===== src/hdl/uart_scb_regs.vh =====
// Register map, field positions and timing constants of the serial control bank
`ifndef UART_SCB_REGS_VH
`define UART_SCB_REGS_VH

`define ADDR_MODE 16'h0220
`define ADDR_STAT 16'h0222
`define ADDR_TXD 16'h0224
`define ADDR_RXD 16'h0226
`define ADDR_BRG 16'h0228

`define MODE_RESET 16'h0000
`define STAT_RESET 16'h0110
`define BRG_RESET 16'h0000
`define MODE_WMASK 16'hB4FF

`define MODE_IR_BIT 12
`define MODE_FMT_HI 2
`define MODE_FMT_LO 1
`define MODE_STOP_BIT 0

`define STAT_TXI_HI 15
`define STAT_TXPOL 14
`define STAT_TXI_LO 13
`define STAT_BRK 11
`define STAT_TXEN 10
`define STAT_TXFULL 9
`define STAT_TXEMPTY 8
`define STAT_RXI_HI 7
`define STAT_RXI_LO 6
`define STAT_ADDR_DET 5
`define STAT_RXIDLE 4
`define STAT_PARITY_ERROR_FLAG 3
`define STAT_FRAMING_ERROR_FLAG 2
`define STAT_OVERRUN 1
`define STAT_RXAVAIL 0

`define FMT_NINE 2'b11
`define FMT_ODD 2'b10
`define FMT_EVEN 2'b01
`define TXI_EACH 2'b00
`define TXI_DONE 2'b01
`define TXI_EMPTY 2'b10
`define RXI_FULL 2'b11
`define RXI_THREE 2'b10

`define SUB_LAST 4'hF
`define SUB_MID 4'h7
`define IR_PULSE 4'h3
`define BREAK_LAST 4'hB
`define RX_THREE 3'h3

`endif


===== src/hdl/rx_char_store.v =====
// Small receive character memory with registered read port and write-through
`timescale 1ns/1ns
module rx_char_store #(
    parameter W = 11,
    parameter AW = 2
) (
    // Clock and reset
    input wire core_clk,
    input wire rst_b,
    // Write side
    input wire we,
    input wire [AW-1:0] waddr,
    input wire [W-1:0] wdata,
    // Read side
    input wire [AW-1:0] raddr,
    output reg [W-1:0] q
);
    reg [W-1:0] mem [0:(1<<AW)-1];

    always @(posedge core_clk)
    begin
        if (we)
            mem[waddr] <= wdata;
    end

    // Write-through keeps the head visible in the cycle after a push into an empty store
    always @(posedge core_clk or negedge rst_b)
    begin
        if (!rst_b)
            q <= {W{1'b0}};
        else if (we && waddr == raddr)
            q <= wdata;
        else
            q <= mem[raddr];
    end
endmodule // rx_char_store


===== src/hdl/uart_status_control_bank.v =====
// Serial transceiver control and status bank with transmit path and receive FIFO
//
// Behaviour
// - Format field 11 nine bits, 10 eight odd parity, 01 eight even, 00 eight.
// - Stop-select 1 sends two stop bits, 0 sends one.
// - Transmit mode 10 interrupts when a transfer leaves the buffer empty; 11 reserved.
// - Transmit mode 01 interrupts after the last character fully shifts out.
// - Transmit mode 00 interrupts on every buffer to shift register transfer.
// - Polarity bit sets encoded idle level, only when infrared codec enabled.
// - Break request sends start, twelve zeros, stop; hardware clears request after.
// - Clearing transmit enable aborts, empties buffer, releases pin; setting claims pin.
// - Buffer full flag reads 1 when no more characters can be queued.
// - Transmitter empty flag reads 1 only when shift register and buffer empty.
// - Receive mode 11 interrupts when a transfer brings buffer to four.
// - Receive mode 10 interrupts when a transfer brings buffer to three.
// - Receive mode 0x interrupts on every received character transfer.
// - Address detect keeps only ninth-bit-set characters, only in nine-bit format.
// - Receiver idle flag reads 1 idle, 0 while receiving.
// - Parity error flag belongs to the character at FIFO head.
// - Framing error flag belongs to the character at FIFO head.
// - Overflow sets overrun; software 1 to 0 clears it and flushes receiver.
// - Data available reads 1 while the receive FIFO holds a character.
// - Reading receive data pops FIFO; next head brings its own error flags.
//
// Decided for this implementation: the strobed register port.
`timescale 1ns/1ns
`include "uart_scb_regs.vh"
module uart_status_control_bank #(
    parameter AW = 2
) (
    // Clock and reset
    input wire core_clk,
    input wire rst_b,
    // Register port
    input wire [15:0] addr,
    input wire [15:0] wdata,
    input wire [1:0] wr_lanes,
    input wire wr,
    input wire rd,
    output reg [15:0] rdata,
    // Serial pins
    input wire serial_in_pin,
    output reg serial_out_pin,
    output reg serial_out_enable,
    // Interrupt events
    output reg tx_irq,
    output reg rx_irq
);
    localparam TX_IDLE = 3'h0;
    localparam TX_START = 3'h1;
    localparam TX_DATA = 3'h2;
    localparam TX_PAR = 3'h3;
    localparam TX_STOP = 3'h4;
    localparam TX_BRK = 3'h5;
    localparam RX_IDLE = 3'h0;
    localparam RX_START = 3'h1;
    localparam RX_DATA = 3'h2;
    localparam RX_PAR = 3'h3;
    localparam RX_STOP = 3'h4;
    localparam [AW:0] DEPTH = 1 << AW;

    reg [15:0] serial_mode_control;
    reg [15:0] bit_rate_divisor;
    reg [15:0] baud_cnt;
    reg tx_irq_mode_hi, tx_irq_mode_lo, tx_encoded_polarity, send_break_request;
    reg transmitter_enable, rx_irq_mode_hi, rx_irq_mode_lo, address_detect_enable;
    reg overrun_error_flag;
    reg [2:0] tx_state, rx_state;
    reg [3:0] tx_sub, tx_cnt, rx_sub, rx_cnt;
    reg [8:0] transmit_shift_register, hold_data, receive_shift_register;
    reg hold_valid, tx_par, break_active;
    reg rx_sync1, rx_in, rx_par, rx_parity_error_flag;
    reg [AW-1:0] wr_ptr, rd_ptr;
    reg [AW:0] count;
    wire [10:0] head;

    function [15:0] merge;
        input [15:0] old;
        input [15:0] nw;
        input [1:0] lanes;
        begin
            merge = {lanes[1] ? nw[15:8] : old[15:8], lanes[0] ? nw[7:0] : old[7:0]};
        end
    endfunction

    wire [1:0] char_format_select = serial_mode_control[`MODE_FMT_HI:`MODE_FMT_LO];
    wire stop_count_select = serial_mode_control[`MODE_STOP_BIT];
    wire infrared_codec_enable = serial_mode_control[`MODE_IR_BIT];
    wire nine_bit = (char_format_select == `FMT_NINE);
    wire parity_on = (char_format_select == `FMT_ODD) || (char_format_select == `FMT_EVEN);
    wire [3:0] last_data = nine_bit ? 4'h8 : 4'h7;
    wire [1:0] tx_mode = {tx_irq_mode_hi, tx_irq_mode_lo};
    wire [1:0] rx_mode = {rx_irq_mode_hi, rx_irq_mode_lo};
    wire tick = (baud_cnt == bit_rate_divisor);
    wire wr_mode = wr && addr == `ADDR_MODE;
    wire wr_stat = wr && addr == `ADDR_STAT;
    wire wr_txd = wr && addr == `ADDR_TXD;
    wire wr_brg = wr && addr == `ADDR_BRG;
    wire [15:0] stat_new = merge(16'h0000, wdata, wr_lanes);
    wire tx_bit_end = tick && tx_sub == `SUB_LAST;
    wire tx_load = transmitter_enable && tx_state == TX_IDLE && hold_valid;
    wire tx_finish = tx_bit_end && tx_state == TX_STOP && !(stop_count_select && tx_cnt == 4'h0);
    wire transmitter_empty = !hold_valid && tx_state == TX_IDLE;
    wire receiver_idle_flag = (rx_state == RX_IDLE);
    wire rx_sample = tick && rx_sub == `SUB_MID;
    wire rx_done = rx_sample && rx_state == RX_STOP;
    wire [8:0] rx_char = nine_bit ? receive_shift_register : {1'b0, receive_shift_register[8:1]};
    wire rx_keep = !(address_detect_enable && nine_bit && !rx_char[8]);
    wire push = rx_done && rx_keep && count != DEPTH;
    wire overflow = rx_done && rx_keep && count == DEPTH;
    wire flush = wr_stat && wr_lanes[0] && overrun_error_flag && !stat_new[`STAT_OVERRUN]
        && !overflow;
    wire pop = rd && addr == `ADDR_RXD && count != {(AW+1){1'b0}};
    wire [AW-1:0] next_rd_ptr = pop ? rd_ptr + {{(AW-1){1'b0}}, 1'b1} : rd_ptr;
    wire [AW:0] count_after = count + {{AW{1'b0}}, 1'b1};
    wire parity_expect = (char_format_select == `FMT_ODD) ? ~^rx_char[7:0] : ^rx_char[7:0];

    rx_char_store #(
        .W(11),
        .AW(AW)
    ) u_store (
        .core_clk(core_clk),
        .rst_b(rst_b),
        .we(push),
        .waddr(wr_ptr),
        .wdata({rx_parity_error_flag, !rx_in, rx_char}),
        .raddr(flush ? {AW{1'b0}} : next_rd_ptr),
        .q(head)
    );

    // Control fields; a break done by hardware loses to a set written in the same cycle
    always @(posedge core_clk or negedge rst_b)
    begin
        if (!rst_b)
        begin
            serial_mode_control <= `MODE_RESET;
            bit_rate_divisor <= `BRG_RESET;
            tx_irq_mode_hi <= 1'b0;
            tx_irq_mode_lo <= 1'b0;
            tx_encoded_polarity <= 1'b0;
            send_break_request <= 1'b0;
            transmitter_enable <= 1'b0;
            rx_irq_mode_hi <= 1'b0;
            rx_irq_mode_lo <= 1'b0;
            address_detect_enable <= 1'b0;
        end
        else
        begin
            if (wr_mode)
                serial_mode_control <= merge(serial_mode_control, wdata, wr_lanes) & `MODE_WMASK;
            if (wr_brg)
                bit_rate_divisor <= merge(bit_rate_divisor, wdata, wr_lanes);
            if (tx_finish && break_active)
                send_break_request <= 1'b0;
            if (wr_stat && wr_lanes[1])
            begin
                tx_irq_mode_hi <= wdata[`STAT_TXI_HI];
                tx_encoded_polarity <= wdata[`STAT_TXPOL];
                tx_irq_mode_lo <= wdata[`STAT_TXI_LO];
                transmitter_enable <= wdata[`STAT_TXEN];
                if (wdata[`STAT_BRK])
                    send_break_request <= 1'b1;
                else if (!(tx_finish && break_active))
                    send_break_request <= 1'b0;
            end
            if (wr_stat && wr_lanes[0])
            begin
                rx_irq_mode_hi <= wdata[`STAT_RXI_HI];
                rx_irq_mode_lo <= wdata[`STAT_RXI_LO];
                address_detect_enable <= wdata[`STAT_ADDR_DET];
            end
        end
    end

    // Shared 16x baud tick; rewriting the divisor restarts it so a new rate applies at once
    always @(posedge core_clk or negedge rst_b)
    begin
        if (!rst_b)
            baud_cnt <= 16'h0000;
        else if (wr_brg || tick)
            baud_cnt <= 16'h0000;
        else
            baud_cnt <= baud_cnt + 16'h0001;
    end

    // Transmit holding buffer and shifter
    always @(posedge core_clk or negedge rst_b)
    begin
        if (!rst_b)
        begin
            hold_valid <= 1'b0;
            hold_data <= 9'h000;
            tx_state <= TX_IDLE;
            tx_sub <= 4'h0;
            tx_cnt <= 4'h0;
            transmit_shift_register <= 9'h000;
            tx_par <= 1'b0;
            break_active <= 1'b0;
        end
        else if (!transmitter_enable)
        begin
            tx_state <= TX_IDLE;
            tx_sub <= 4'h0;
            if (wr_stat && wr_lanes[1] && !wdata[`STAT_TXEN])
                hold_valid <= 1'b0;
            else if (wr_txd && !hold_valid)
            begin
                hold_valid <= 1'b1;
                hold_data <= {wr_lanes[1] & wdata[8], wdata[7:0]};
            end
        end
        else
        begin
            if (wr_stat && wr_lanes[1] && !wdata[`STAT_TXEN])
            begin
                hold_valid <= 1'b0;
                tx_state <= TX_IDLE;
            end
            else if (tx_load)
            begin
                hold_valid <= 1'b0;
                transmit_shift_register <= hold_data;
                tx_par <= (char_format_select == `FMT_ODD) ? ~^hold_data[7:0] : ^hold_data[7:0];
                break_active <= send_break_request;
                tx_state <= TX_START;
                tx_sub <= 4'h0;
                tx_cnt <= 4'h0;
            end
            else
            begin
                // A write with the upper lane enabled is the only way to carry the ninth bit
                if (wr_txd && !hold_valid)
                begin
                    hold_valid <= 1'b1;
                    hold_data <= {wr_lanes[1] & wdata[8], wdata[7:0]};
                end
                if (tick && tx_state != TX_IDLE)
                    tx_sub <= tx_sub + 4'h1;
                if (tx_bit_end)
                begin
                    tx_cnt <= tx_cnt + 4'h1;
                    case (tx_state)
                        TX_START:
                        begin
                            tx_state <= break_active ? TX_BRK : TX_DATA;
                            tx_cnt <= 4'h0;
                        end
                        TX_DATA:
                        begin
                            transmit_shift_register <= {1'b0, transmit_shift_register[8:1]};
                            if (tx_cnt == last_data)
                            begin
                                tx_state <= parity_on ? TX_PAR : TX_STOP;
                                tx_cnt <= 4'h0;
                            end
                        end
                        TX_PAR:
                        begin
                            tx_state <= TX_STOP;
                            tx_cnt <= 4'h0;
                        end
                        TX_BRK:
                        begin
                            if (tx_cnt == `BREAK_LAST)
                            begin
                                tx_state <= TX_STOP;
                                tx_cnt <= 4'h0;
                            end
                        end
                        TX_STOP:
                        begin
                            if (tx_finish)
                                tx_state <= TX_IDLE;
                        end
                        default:
                            tx_state <= TX_IDLE;
                    endcase
                end
            end
        end
    end

    // Line driver; the infrared form sends a short pulse for each zero bit
    reg line_bit;
    always @*
    begin
        case (tx_state)
            TX_START: line_bit = 1'b0;
            TX_DATA: line_bit = transmit_shift_register[0];
            TX_PAR: line_bit = tx_par;
            TX_BRK: line_bit = 1'b0;
            default: line_bit = 1'b1;
        endcase
    end

    always @(posedge core_clk or negedge rst_b)
    begin
        if (!rst_b)
        begin
            serial_out_pin <= 1'b1;
            serial_out_enable <= 1'b0;
            tx_irq <= 1'b0;
        end
        else
        begin
            serial_out_enable <= transmitter_enable;
            if (!infrared_codec_enable)
                serial_out_pin <= line_bit;
            else if (!line_bit && tx_sub < `IR_PULSE)
                serial_out_pin <= !tx_encoded_polarity;
            else
                serial_out_pin <= tx_encoded_polarity;
            case (tx_mode)
                `TXI_EACH: tx_irq <= tx_load;
                `TXI_EMPTY: tx_irq <= tx_load && !wr_txd;
                `TXI_DONE: tx_irq <= tx_finish && !hold_valid;
                default: tx_irq <= 1'b0;
            endcase
        end
    end

    // Receiver: pin is synchronised before use, bits sampled at mid period
    always @(posedge core_clk or negedge rst_b)
    begin
        if (!rst_b)
        begin
            rx_sync1 <= 1'b1;
            rx_in <= 1'b1;
            rx_state <= RX_IDLE;
            rx_sub <= 4'h0;
            rx_cnt <= 4'h0;
            receive_shift_register <= 9'h000;
            rx_par <= 1'b0;
            rx_parity_error_flag <= 1'b0;
        end
        else
        begin
            rx_sync1 <= serial_in_pin;
            rx_in <= rx_sync1;
            if (flush)
                rx_state <= RX_IDLE;
            else if (rx_state == RX_IDLE)
            begin
                if (!rx_in)
                begin
                    rx_state <= RX_START;
                    rx_sub <= 4'h0;
                end
            end
            else
            begin
                if (tick)
                    rx_sub <= rx_sub + 4'h1;
                if (rx_sample)
                begin
                    rx_cnt <= rx_cnt + 4'h1;
                    case (rx_state)
                        RX_START:
                        begin
                            rx_state <= rx_in ? RX_IDLE : RX_DATA;
                            rx_cnt <= 4'h0;
                        end
                        RX_DATA:
                        begin
                            receive_shift_register <= {rx_in, receive_shift_register[8:1]};
                            if (rx_cnt == last_data)
                                rx_state <= parity_on ? RX_PAR : RX_STOP;
                        end
                        RX_PAR:
                        begin
                            rx_par <= rx_in;
                            rx_state <= RX_STOP;
                        end
                        default:
                            rx_state <= RX_IDLE;
                    endcase
                end
            end
            if (rx_state == RX_STOP && parity_on)
                rx_parity_error_flag <= (rx_par != parity_expect);
            else if (rx_state == RX_STOP)
                rx_parity_error_flag <= 1'b0;
        end
    end

    // Receive FIFO bookkeeping, overrun and receive interrupt
    always @(posedge core_clk or negedge rst_b)
    begin
        if (!rst_b)
        begin
            wr_ptr <= {AW{1'b0}};
            rd_ptr <= {AW{1'b0}};
            count <= {(AW+1){1'b0}};
            overrun_error_flag <= 1'b0;
            rx_irq <= 1'b0;
        end
        else if (flush)
        begin
            wr_ptr <= {AW{1'b0}};
            rd_ptr <= {AW{1'b0}};
            count <= {(AW+1){1'b0}};
            overrun_error_flag <= 1'b0;
            rx_irq <= 1'b0;
        end
        else
        begin
            if (overflow)
                overrun_error_flag <= 1'b1;
            if (push)
                wr_ptr <= wr_ptr + {{(AW-1){1'b0}}, 1'b1};
            rd_ptr <= next_rd_ptr;
            if (push && !pop)
                count <= count_after;
            else if (pop && !push)
                count <= count - {{AW{1'b0}}, 1'b1};
            case (rx_mode)
                `RXI_FULL: rx_irq <= push && !pop && count_after == DEPTH;
                `RXI_THREE: rx_irq <= push && !pop && count_after == `RX_THREE;
                default: rx_irq <= push;
            endcase
        end
    end

    // Read data stand for one cycle after the strobe; unmapped reads give zero
    always @(posedge core_clk or negedge rst_b)
    begin
        if (!rst_b)
            rdata <= 16'h0000;
        else if (!rd)
            rdata <= 16'h0000;
        else
        begin
            case (addr)
                `ADDR_MODE: rdata <= serial_mode_control;
                `ADDR_STAT: rdata <= {tx_irq_mode_hi, tx_encoded_polarity, tx_irq_mode_lo, 1'b0,
                    send_break_request, transmitter_enable, hold_valid, transmitter_empty,
                    rx_irq_mode_hi, rx_irq_mode_lo, address_detect_enable, receiver_idle_flag,
                    head[10] && count != 0, head[9] && count != 0, overrun_error_flag,
                    count != 0};
                `ADDR_RXD: rdata <= {7'h00, head[8:0]};
                `ADDR_BRG: rdata <= bit_rate_divisor;
                default: rdata <= 16'h0000;
            endcase
        end
    end
endmodule // uart_status_control_bank


===== config.mk =====
export PLATFORM = sky130hd
export DESIGN_NAME = uart_status_control_bank
export DESIGN_NICKNAME = d
export VERILOG_FILES = /design/src/hdl/rx_char_store.v /design/src/hdl/uart_status_control_bank.v
export VERILOG_INCLUDE_DIRS = /design/src /design/src/hdl
export SDC_FILE = /design/constraint.sdc
export NUM_CORES = 1
export LEC_CHECK = 0
export BUFFER_PORTS_ARGS = -buffer_cell sky130_fd_sc_hd__buf_2
export CAP_MARGIN = 40
export CORE_MARGIN = 3
export CORE_UTILIZATION = 43
export DETAILED_ROUTE_END_ITERATION = 12
export PLACE_DENSITY_LB_ADDON = 0.3
export SYNTH_ARGS = -nofsm -noshare
export SYNTH_HDL_FRONTEND = slang
export SYNTH_SLANG_ARGS = --single-unit

===== constraint.sdc =====
create_clock -name core_clk -period 2.8 [get_ports core_clk]
set_clock_uncertainty 0.1 [all_clocks]
set_input_delay 0 -clock core_clk [delete_from_list [all_inputs] [get_ports core_clk]]
set_output_delay 0 -clock core_clk [all_outputs]
set_load 0.05 [all_outputs]

Word-level counts from Yosys, hierarchy flattened
Memories as Yosys holds them, arrays and structs flattened. A register that Yosys moved wholly into a read port is not among the register bits.
Cells that the tools add are included.
{"block": "word_totals", "mem_count": 1, "inputBits": 39, "out_inout_bits": 20, "elab_cells": 259, "ff_bits": 136, "ram_bits": 44}
{"name": "u_store.mem", "depth": 4, "word_bits": 11, "rd": 1, "rd_ports_with_merged_regs": 1, "write_ports": 1, "line_no": "rx_char_store.v:18", "text": "reg [W-1:0] mem [0:(1<<AW)-1];"}
{"block": "classes", "n_bitwise": 4, "n_lt_le_gt_ge": 1, "muxes": 74, "add_sub_neg": 9, "reduce_logical": 90, "n_eq_ne": 42}
{"op": "two-way mux 9 bit", "n": 9}
{"op": "== test 16 x 10 -> 1 bit, second input constant", "n": 5}
{"op": "case mux 16 bit (4 select lines)", "n": 1}
{"op": "two-way mux 4 bit", "n": 13}
{"op": "two-way mux 3 bit", "n": 17}
{"op": "logical AND 1 bit", "n": 39}
{"op": "two-way mux 16 bit", "n": 2}
{"op": "two-way mux 1 bit", "n": 20}
{"op": "adder 16 x 1 -> 16 bit, second input constant", "n": 1}
{"op": "adder 4 x 1 -> 4 bit, second input constant", "n": 4}
{"op": "== test 16 bit", "n": 1}
{"op": "AND reduction 4 bit", "n": 4}
{"op": "XNOR reduction 8 bit", "n": 2}
{"op": "XOR reduction 8 bit", "n": 2}
{"op": "== test 3 x 2 -> 1 bit, second input constant", "n": 5}
{"op": "== test 3 bit, second input constant", "n": 5}
{"op": "case mux 3 bit (5 select lines)", "n": 1}
{"op": "AND reduction 3 bit", "n": 5}
{"op": "logical NOT 1 bit", "n": 14}
{"op": "two-way mux 2 bit", "n": 6}
{"op": "case mux 4 bit (3 select lines)", "n": 1}
{"op": "AND reduction 2 bit", "n": 6}
{"op": "nonzero test 2 bit", "n": 6}
{"op": "nonzero test 3 bit", "n": 4}
{"op": "29 further kinds", "n": 47}

Longest topological paths before layout
Gate-level depths: netlist of run 1.
{"block": "depth", "depth_word": 12, "mapped_depth": 11, "mapped_depth_nobuf": 10}

By module
From an unflattened synthesis of run 1, not the netlist that was laid out.
{"block": "unflattened", "cells_unflattened": 745, "hier_area_um2": 9253.9}
{"module": "uart_status_control_bank", "seq_area_each_um2": 3407.0, "instances": 1, "cells_per_inst": 657, "area_each_um2": 7171.9}
{"module": "rx_char_store", "seq_area_each_um2": 1596.5, "instances": 1, "cells_per_inst": 88, "area_each_um2": 2082.0}

Worst setup path before layout of run 1
No wires, ideal clock.
{"block": "synth_path", "path_kind": "flip-flop to flip-flop", "from": "register serial_mode_control[2]", "to": "register rx_parity_error_flag", "period_less_slack_ns": 2.513, "setup_time_ns": 0.125, "path_slack_ns": 0.287, "path_buffers": 2, "arrival_ns": 2.289, "path_stages_with_launch": 11, "required_ns": 2.575, "path_cell_list": "dfrtp_1 -> ha_1 -> clkbuf_1 -> buf_1 -> mux2i_1 -> xnor2_1 -> xnor2_1 -> xnor2_1 -> xnor2_1 -> nor2_1 -> mux2_2"}
{"block": "synth_between", "elab_chain_cells": 6, "word_cells_on_any_way": 12, "classes_between": "4 x eq/ne; 3 x mux; 5 x reduce/logical"}
{"item": "start, declared", "line_no": "uart_status_control_bank.v:62", "text": "reg [15:0] serial_mode_control;"}
{"item": "start signal, assigned", "line_no": "uart_status_control_bank.v:136", "text": "serial_mode_control <= `MODE_RESET;"}
{"item": "start signal, assigned", "line_no": "uart_status_control_bank.v:150", "text": "serial_mode_control <= merge(serial_mode_control, wdata, wr_lanes) & `MODE_WMASK;"}
{"item": "== test 2 bit (no source line)"}
{"item": "two-way mux 9 bit", "line_no": "uart_status_control_bank.v:107", "text": "wire [8:0] rx_char = nine_bit ? receive_shift_register : {1'b0, receive_shift_register[8:1]};"}
{"item": "XOR reduction 8 bit / XNOR reduction 8 bit (equally long branches)", "line_no": "uart_status_control_bank.v:116", "text": "wire parity_expect = (char_format_select == `FMT_ODD) ? ~^rx_char[7:0] : ^rx_char[7:0];"}
{"item": "two-way mux 1 bit", "line_no": "uart_status_control_bank.v:116"}
{"item": "!= test 1 bit", "line_no": "uart_status_control_bank.v:380", "text": "rx_parity_error_flag <= (rx_par != parity_expect);"}
{"item": "two-way mux 1 bit", "line_no": "uart_status_control_bank.v:379", "text": "if (rx_state == RX_STOP && parity_on)"}
{"item": "end signal, assigned", "line_no": "uart_status_control_bank.v:380"}
{"item": "end, declared", "line_no": "uart_status_control_bank.v:72", "text": "reg rx_sync1, rx_in, rx_par, rx_parity_error_flag;"}
Several ways; a longest one is shown, not always the timed one.
A chain may end at the register's enable or synchronous reset.

Worst setup path in the final report of run 1
{"block": "layout_path", "from": "register baud_cnt[2]", "to": "register rx_sub[0]"}
{"block": "layout_between", "elab_chain_cells": 9, "word_cells_on_any_way": 10, "classes_between": "1 x eq/ne; 1 x bitwise; 8 x reduce/logical"}
{"item": "start, declared", "line_no": "uart_status_control_bank.v:64", "text": "reg [15:0] baud_cnt;"}
{"item": "start signal, assigned", "line_no": "uart_status_control_bank.v:183", "text": "baud_cnt <= baud_cnt + 16'h0001;"}
{"item": "== test 16 bit *", "line_no": "uart_status_control_bank.v:94", "text": "wire tick = (baud_cnt == bit_rate_divisor);"}
{"item": "logical AND 1 bit (no source line)"}
{"item": "logical AND 1 bit", "line_no": "uart_status_control_bank.v:106", "text": "wire rx_done = rx_sample && rx_state == RX_STOP;"}
{"item": "logical AND 1 bit (2 in series)", "line_no": "uart_status_control_bank.v:110", "text": "wire overflow = rx_done && rx_keep && count == DEPTH;"}
{"item": "logical NOT 1 bit", "line_no": "uart_status_control_bank.v:112", "text": "&& !overflow;"}
{"item": "logical AND 1 bit", "line_no": "uart_status_control_bank.v:111", "text": "wire flush = wr_stat && wr_lanes[0] && overrun_error_flag && !stat_new[`STAT_OVERRUN]"}
{"item": "NOT 1 bit (no source line)"}
{"item": "AND reduction 3 bit (no source line) *"}
{"item": "end signal, assigned", "line_no": "uart_status_control_bank.v:353", "text": "rx_sub <= rx_sub + 4'h1;"}
{"item": "end, declared", "line_no": "uart_status_control_bank.v:69", "text": "reg [3:0] tx_sub, tx_cnt, rx_sub, rx_cnt;"}
Every way passes the cells marked *; elsewhere a longest branch is shown, timed or not.

==> metrics, run 1 <==
CP Max Fanout 15; GRT Resource Usage Total 19.6%; Final HPWL DP 16500 um; Pwr Total 6280 uW; top cells by area, synth dfrtp_1 (39%), edfxtp_1 (14%), mux2_2 (6.4%); Cell Rows 53; CTS tree yes; clock latency on the worst-skew pair 440 ps; # fillers about 1800; number of DRC markers in iteration 0 522; Num Clock Sinks roughly 190; Die X 153 um; worst hold-check path type input port to asynchronous set/reset pin; drt pass-1 iters 5; final wirelength 22700 um; synthesis-to-layout area growth 19.5%; Crit Reg-Reg Endpoint rx_sub[0]; part of the cycle the worst path needs 94.6%; r2r startpoint baud_cnt[2]; critical path endpoint category flop; Syn Inst Count roughly 820; final worst slack 152 ps; core footprint 21200 um2; post-route minimum period 2650 ps; Max Cap Viol 0; ratio of cells with drive above 1 in the final layout 23.1%; Slew @ Worst Pin 697 ps; vias per cell 5.50; vias in the first global route 6672; commonest non-fill, non-tap cells in the layout dfrtp_1 (144), nor2_1 (61), nand2_1 (58), buf_2 (58), mux2_2 (53); Yosys cell types 69; largest net degree at the start of global routing 74; Max H-tree Level 4; most common cell after layout, fill and taps aside dfrtp_1; Post-synth EDFFs 44; CP required just over 3000 ps; most used flip-flop cell after synthesis dfrtp_1; Setup Slack @ Placement 70.5 ps; Worst Reg-to-Reg Cells 8; clock tree buffer depth 2; post-synthesis sequential area ratio 53.7%; Final Hold Viols 0; clock transition at the registers of the reported paths 90 ps; crit path launch type flop; FFs w/ async S/R, synth 77.0%; top-area cell type share of the netlist area 38.7%; Worst Path Arrival roughly 2900 ps; CTS buffer count 17; first-pass GRT wire length approximately 36000 um; Peak Freq 378 MHz; Boundary Pins 59; Die Span Y about 150 um; Pleak 0.00503 uW; Worst R2R Setup Slack 150 ps; Slew Viols, Final 0; Synth area leader dfrtp_1; WL per Instance 18.5 um; # setup viols final 0; Root Buffer clkbuf_16; antenna violations before repair 0; n_diodes 0; vias 6739; synthesized net count 873; Synth Cell Area approximately 9300 um2; final instance area 11100 um2; Post-DP Area just over 10000 um2; slew margin rel. 53.5%; status completed; Yosys reg bits ~190; Cell Pwr Density 563 nW/um2; GP Congestion 0.873; layout net count 991; post-route ant nets 0; peak supply drop 375 uV; Crit Path Category flop to flop; Initial Util 44.1%; syn avg cell area 11.4 um2; die area about 23000 um2; YS warnings 0; global route overflow 0; PortBufs 58; DRC errors left 0
## layout make-up
cell class              instances  area (um2)  area share, %
multi-input cells             560        4060           36.5
clock inverters                15         178           1.59
inverters                      33         124           1.11
repair buffers                134        1000           9.01
clock buffers                  17         425           3.82
well taps                     275         344           3.09
flip-flops and latches        191        5000           44.9
## cells in the mapped netlist (5+ instances only)
library cell	number
mux2_2	53
and3_1	11
nor3_1	14
nor3b_1	6
xor2_1	26
inv_1	33
a21boi_0	12
or3_1	6
a32oi_1	5
a31oi_1	10
nand3_1	23
xnor2_1	23
a21o_1	6
dfrtp_1	144
ha_1	15
and2_1	9
o22ai_1	11
nand4_1	10
buf_2	6
clkbuf_1	24
o21ai_0	33
a21oi_1	35
mux2i_1	24
edfxtp_1	44
nor2_1	61
nor4_1	5
o21ai_1	8
mux2_1	25
nand2_1	58
a222oi_1	7
## power breakdown
part           internal (uW)  switching [uW]
Sequential              2950             121
Combinational            342             425
Clock                   1220            1230
## metrics by stage
step	hold WS, ps	std cells	TNS, ps	utilization [%]
2_1_floorplan	-396	819	0	-
3_3_place_gp	-29.9	1168	0	48.5
3_5_place_dp	-31.2	1169	0	48.6
4_1_cts	15.9	1225	0	52.5
5_1_grt	48.5	1225	-54.2	52.7
6_report	23.4	1225	0	52.7
## worst max-delay path: stages, from the launching register on
cell,delay (ps)
dfrtp_1,450
xor2_1,180
nor4_2,360
and4_1,290
buf_12,150
a21o_1,230
buf_4,240
o21ai_0,230
a22o_1,290
## state kept, by name, indices dropped and copies added (netlist names), 9 cells and up
signal                   count
u_store.mem                 44
baud_cnt                    16
bit_rate_divisor            16
rdata                       16
serial_mode_control         12
u_store.q                   11
hold_data                    9
receive_shift_register       9
transmit_shift_register      9
## cell families after synthesis
| logic type | Yosys count | share of synthesized area [%] |
|---|---|---|
| compound gates | 156 | 11.0 |
| xor+xnor | 49 | 4.60 |
| fa+ha+maj | 17 | 2.23 |
| buf+inv | 68 | 2.98 |
| flops | 191 | 53.7 |
| mux | 102 | 12.0 |
| simple gates | 236 | 13.6 |
## layer usage
layer  vias to the layer above  track usage [%]  wire length [um]
met5                         -                0                 0
met3                        25             3.31              1130
met2                       173             32.3             11000
li1                       3207                -                 -
met4                         0             6.24               420
met1                      3334             26.6             10100
## worst max path at each step
stage | endpoint | cells past startpoint | slack (ps) | startpoint
after floorplan | rx_parity_error_flag | 10 | 290 | serial_mode_control[2]
after global placement | u_store.q[8] | 9 | 80 | addr[13]
after detailed placement | u_store.q[4] | 9 | 70 | addr[13]
after CTS | u_store.q[4] | 9 | 70 | baud_cnt[2]
after global routing | u_store.q[6] | 9 | -30 | baud_cnt[2]
final | rx_sub[0] | 8 | 150 | baud_cnt[2]
## what timing repair did
item,in CTS,in global routing
resized for setup,0,5
setup buffers,0,0
endpoints found under the setup margin,0,22
hold buffers,24,0
hold endpoints to repair,171,0
No activity file was read; power rests on OpenSTA's default activity.
==> run 2: changes to the inputs <==
CORE_ASPECT_RATIO = 1.25   (was default)
==> run 2 against run 1 <==
- critical path depth increased by 2
- sequential power is essentially flat
- clock power grew 2%
- die area barely moved
- sequential share of layout area decreased by 0.18 points
- first-iteration DRC count fell by 18%
- non-clock buffer count is 6 higher
- count of clock-buffer cells in the layout grew 2
- global-route usage up 0.39 points
- largest cell class unchanged
==> metrics, run 2 (synthesis gave the netlist of run 1 again) <==
Die Span Y 171 um (+11%); Cells after DPL 1175 (+0.51%); Max H-tree Level 4 (unchanged); Cell Rows 59 (+11%); global route overflow 0 (unchanged); Setup Slack @ Placement -0.279 ps (-70.8 ps); Die X 138 um (-10%); largest net degree at the start of global routing 83 (+12%); antenna violations before repair 0 (unchanged); commonest non-fill, non-tap cells in the layout dfrtp_1 (144), nor2_1 (61), nand2_1 (58), buf_2 (58), mux2_2 (53); Worst Path Arrival 2870 ps (about the same); most common cell after layout, fill and taps aside dfrtp_1; Max Cap Viol 0 (unchanged); hold wc startpoint addr[1]; r2r startpoint count[0]; worst hold-check path type input port to flop; Util after Layout 53.2% (+0.50 points); Root Buffer clkbuf_16; GP Congestion 0.842 (-3.6%); WL per Instance 18.4 um (-0.83%); vias in the first global route 6666 (-0.090%); CTS tree yes; Cell Pwr Density 568 nW/um2 (+0.76%); post-route minimum period 2620 ps (-25.3 ps); DRC errors left 0 (unchanged); Slew Viols, Final 0 (unchanged); CP required 3050 ps (+30 ps); clock tree buffer depth 2 (unchanged); number of DRC markers in iteration 0 427 (-18%); # fillers 1829 (+0.66%); vias 6749 (+0.15%); drt pass-1 iters 7 (+2); critical path endpoint category flop; Slew @ Worst Pin 774 ps (+76.6 ps); synthesis-to-layout area growth 20.0%; Post-CTS Setup Bufs 0 (unchanged); # setup viols final 0 (unchanged); peak supply drop 438 uV (+17%); Crit Reg-Reg Endpoint u_store.q[0]; largest reg by FF count u_store.mem; layout net count 997 (+0.61%); PortBufs 58 (unchanged); final wirelength 22600 um (-0.59%); RSZ-0062 raised after global routing false; post-route ant nets 0 (unchanged); die area 23500 um2 (about the same); Final Hold Viols 0 (unchanged); final instance area 11200 um2 (+0.39%); max FFs per register 44 (unchanged); first element of the critical path count[0]; Peak Freq 381 MHz (+0.96%); status completed; Hold Crit Depth 4; first-pass GRT wire length 36100 um (-0.68%); part of the cycle the worst path needs 93.7% (-0.90 points); Post-DP Area 10300 um2 (+0.50%); n_diodes 0 (unchanged); crit path launch type flop; ratio of cells with drive above 1 in the final layout 23.6% (+0.53 points); Pleak 0.00506 uW (+0.65%); final worst slack 177 ps (+25.3 ps); Crit Path Category flop to flop; CTS buffer count 17 (unchanged); Final HPWL DP 16300 um (-0.77%); core footprint 21000 um2 (-0.54%); Worst Reg-to-Reg Cells 10 (+2); clock latency on the worst-skew pair 440 ps (about the same); clock transition at the registers of the reported paths 70 ps (-20 ps); Boundary Pins 59 (unchanged); vias per cell 5.50 (about the same); CP Max Fanout 10 (-5); Final Non-Filler Cells 1228 (+0.24%); slew margin rel. 48.4% (-5.1 points); Num Clock Sinks 191 (unchanged); Initial Util 44.3% (+0.24 points); GRT Resource Usage Total 20.0% (+0.39 points); worst hold endpoint rd_ptr[0]; Worst R2R Setup Slack 180 ps (+30 ps)
==> run 2: how the worst max path moves through the flow <==
stage,slack (ps),cells after the start,endpoint
floorplan,290,10,rx_parity_error_flag
global placement,60,7,rx_cnt[2]
global route,20,8,u_store.q[4]
CTS,60,8,u_store.q[0]
finish,180,10,u_store.q[0]
detailed placement,-0.3,8,u_store.q[0]
==> run 2: where the power goes <==
group	leakage, uW	internal [uW]	switching [uW]
sequential	0.00232	2950	99.8
clock	0.000293	1430	1070
combinational	0.00245	351	449
total	0.00506	4740	1610
==> run 2: layout make-up <==
class	count	area, um2	share of cell area (%)
Sequential cell	191	5000	44.7
Inverter	33	124	1.11
Multi-Input combinational cell	560	4070	36.4
Clock buffer	19	443	3.96
Clock inverter	11	158	1.41
Timing Repair Buffer	140	1040	9.32
Tap cell	274	343	3.06
==> run 2: worst max-delay path: stages, from the launching register on <==
cell and delay [ps]:
dfrtp_1 420, inv_1 110, ha_1 250, nand2b_1 130, and2_1 190, nand4_1 180
xor2_1 360, nor3_2 90, o221ai_2 220, buf_4 280, mux2i_1 230
==> run 2: what timing repair did <==
item / CTS / global route
pin swaps: 0 / 0
resized for setup: 1 / 6
hold endpoints to repair: 139 / 0
setup endpoints to repair: 11 / 78
hold buffers: 23 / 0
==> run 2: layer usage <==
metal	wire, um	up-vias	global-route usage (%)
li1	-	3203	-
met1	9180	3371	24.5
met2	11900	143	35.5
met3	942	32	3.59
met4	558	0	6.53
met5	0	-	0
==> run 2: through the flow <==
stage | power (uW) | TNS (ps) | hold slack [ps]
final | 6350 | 0 | 20.8
after global routing | 6640 | 0 | 31.4
after CTS | 6390 | 0 | 7.24
after detailed placement | 3880 | -0.279 | 12.5
after global placement | 3870 | 0 | 15.1
after floorplan | 3570 | 0 | -396
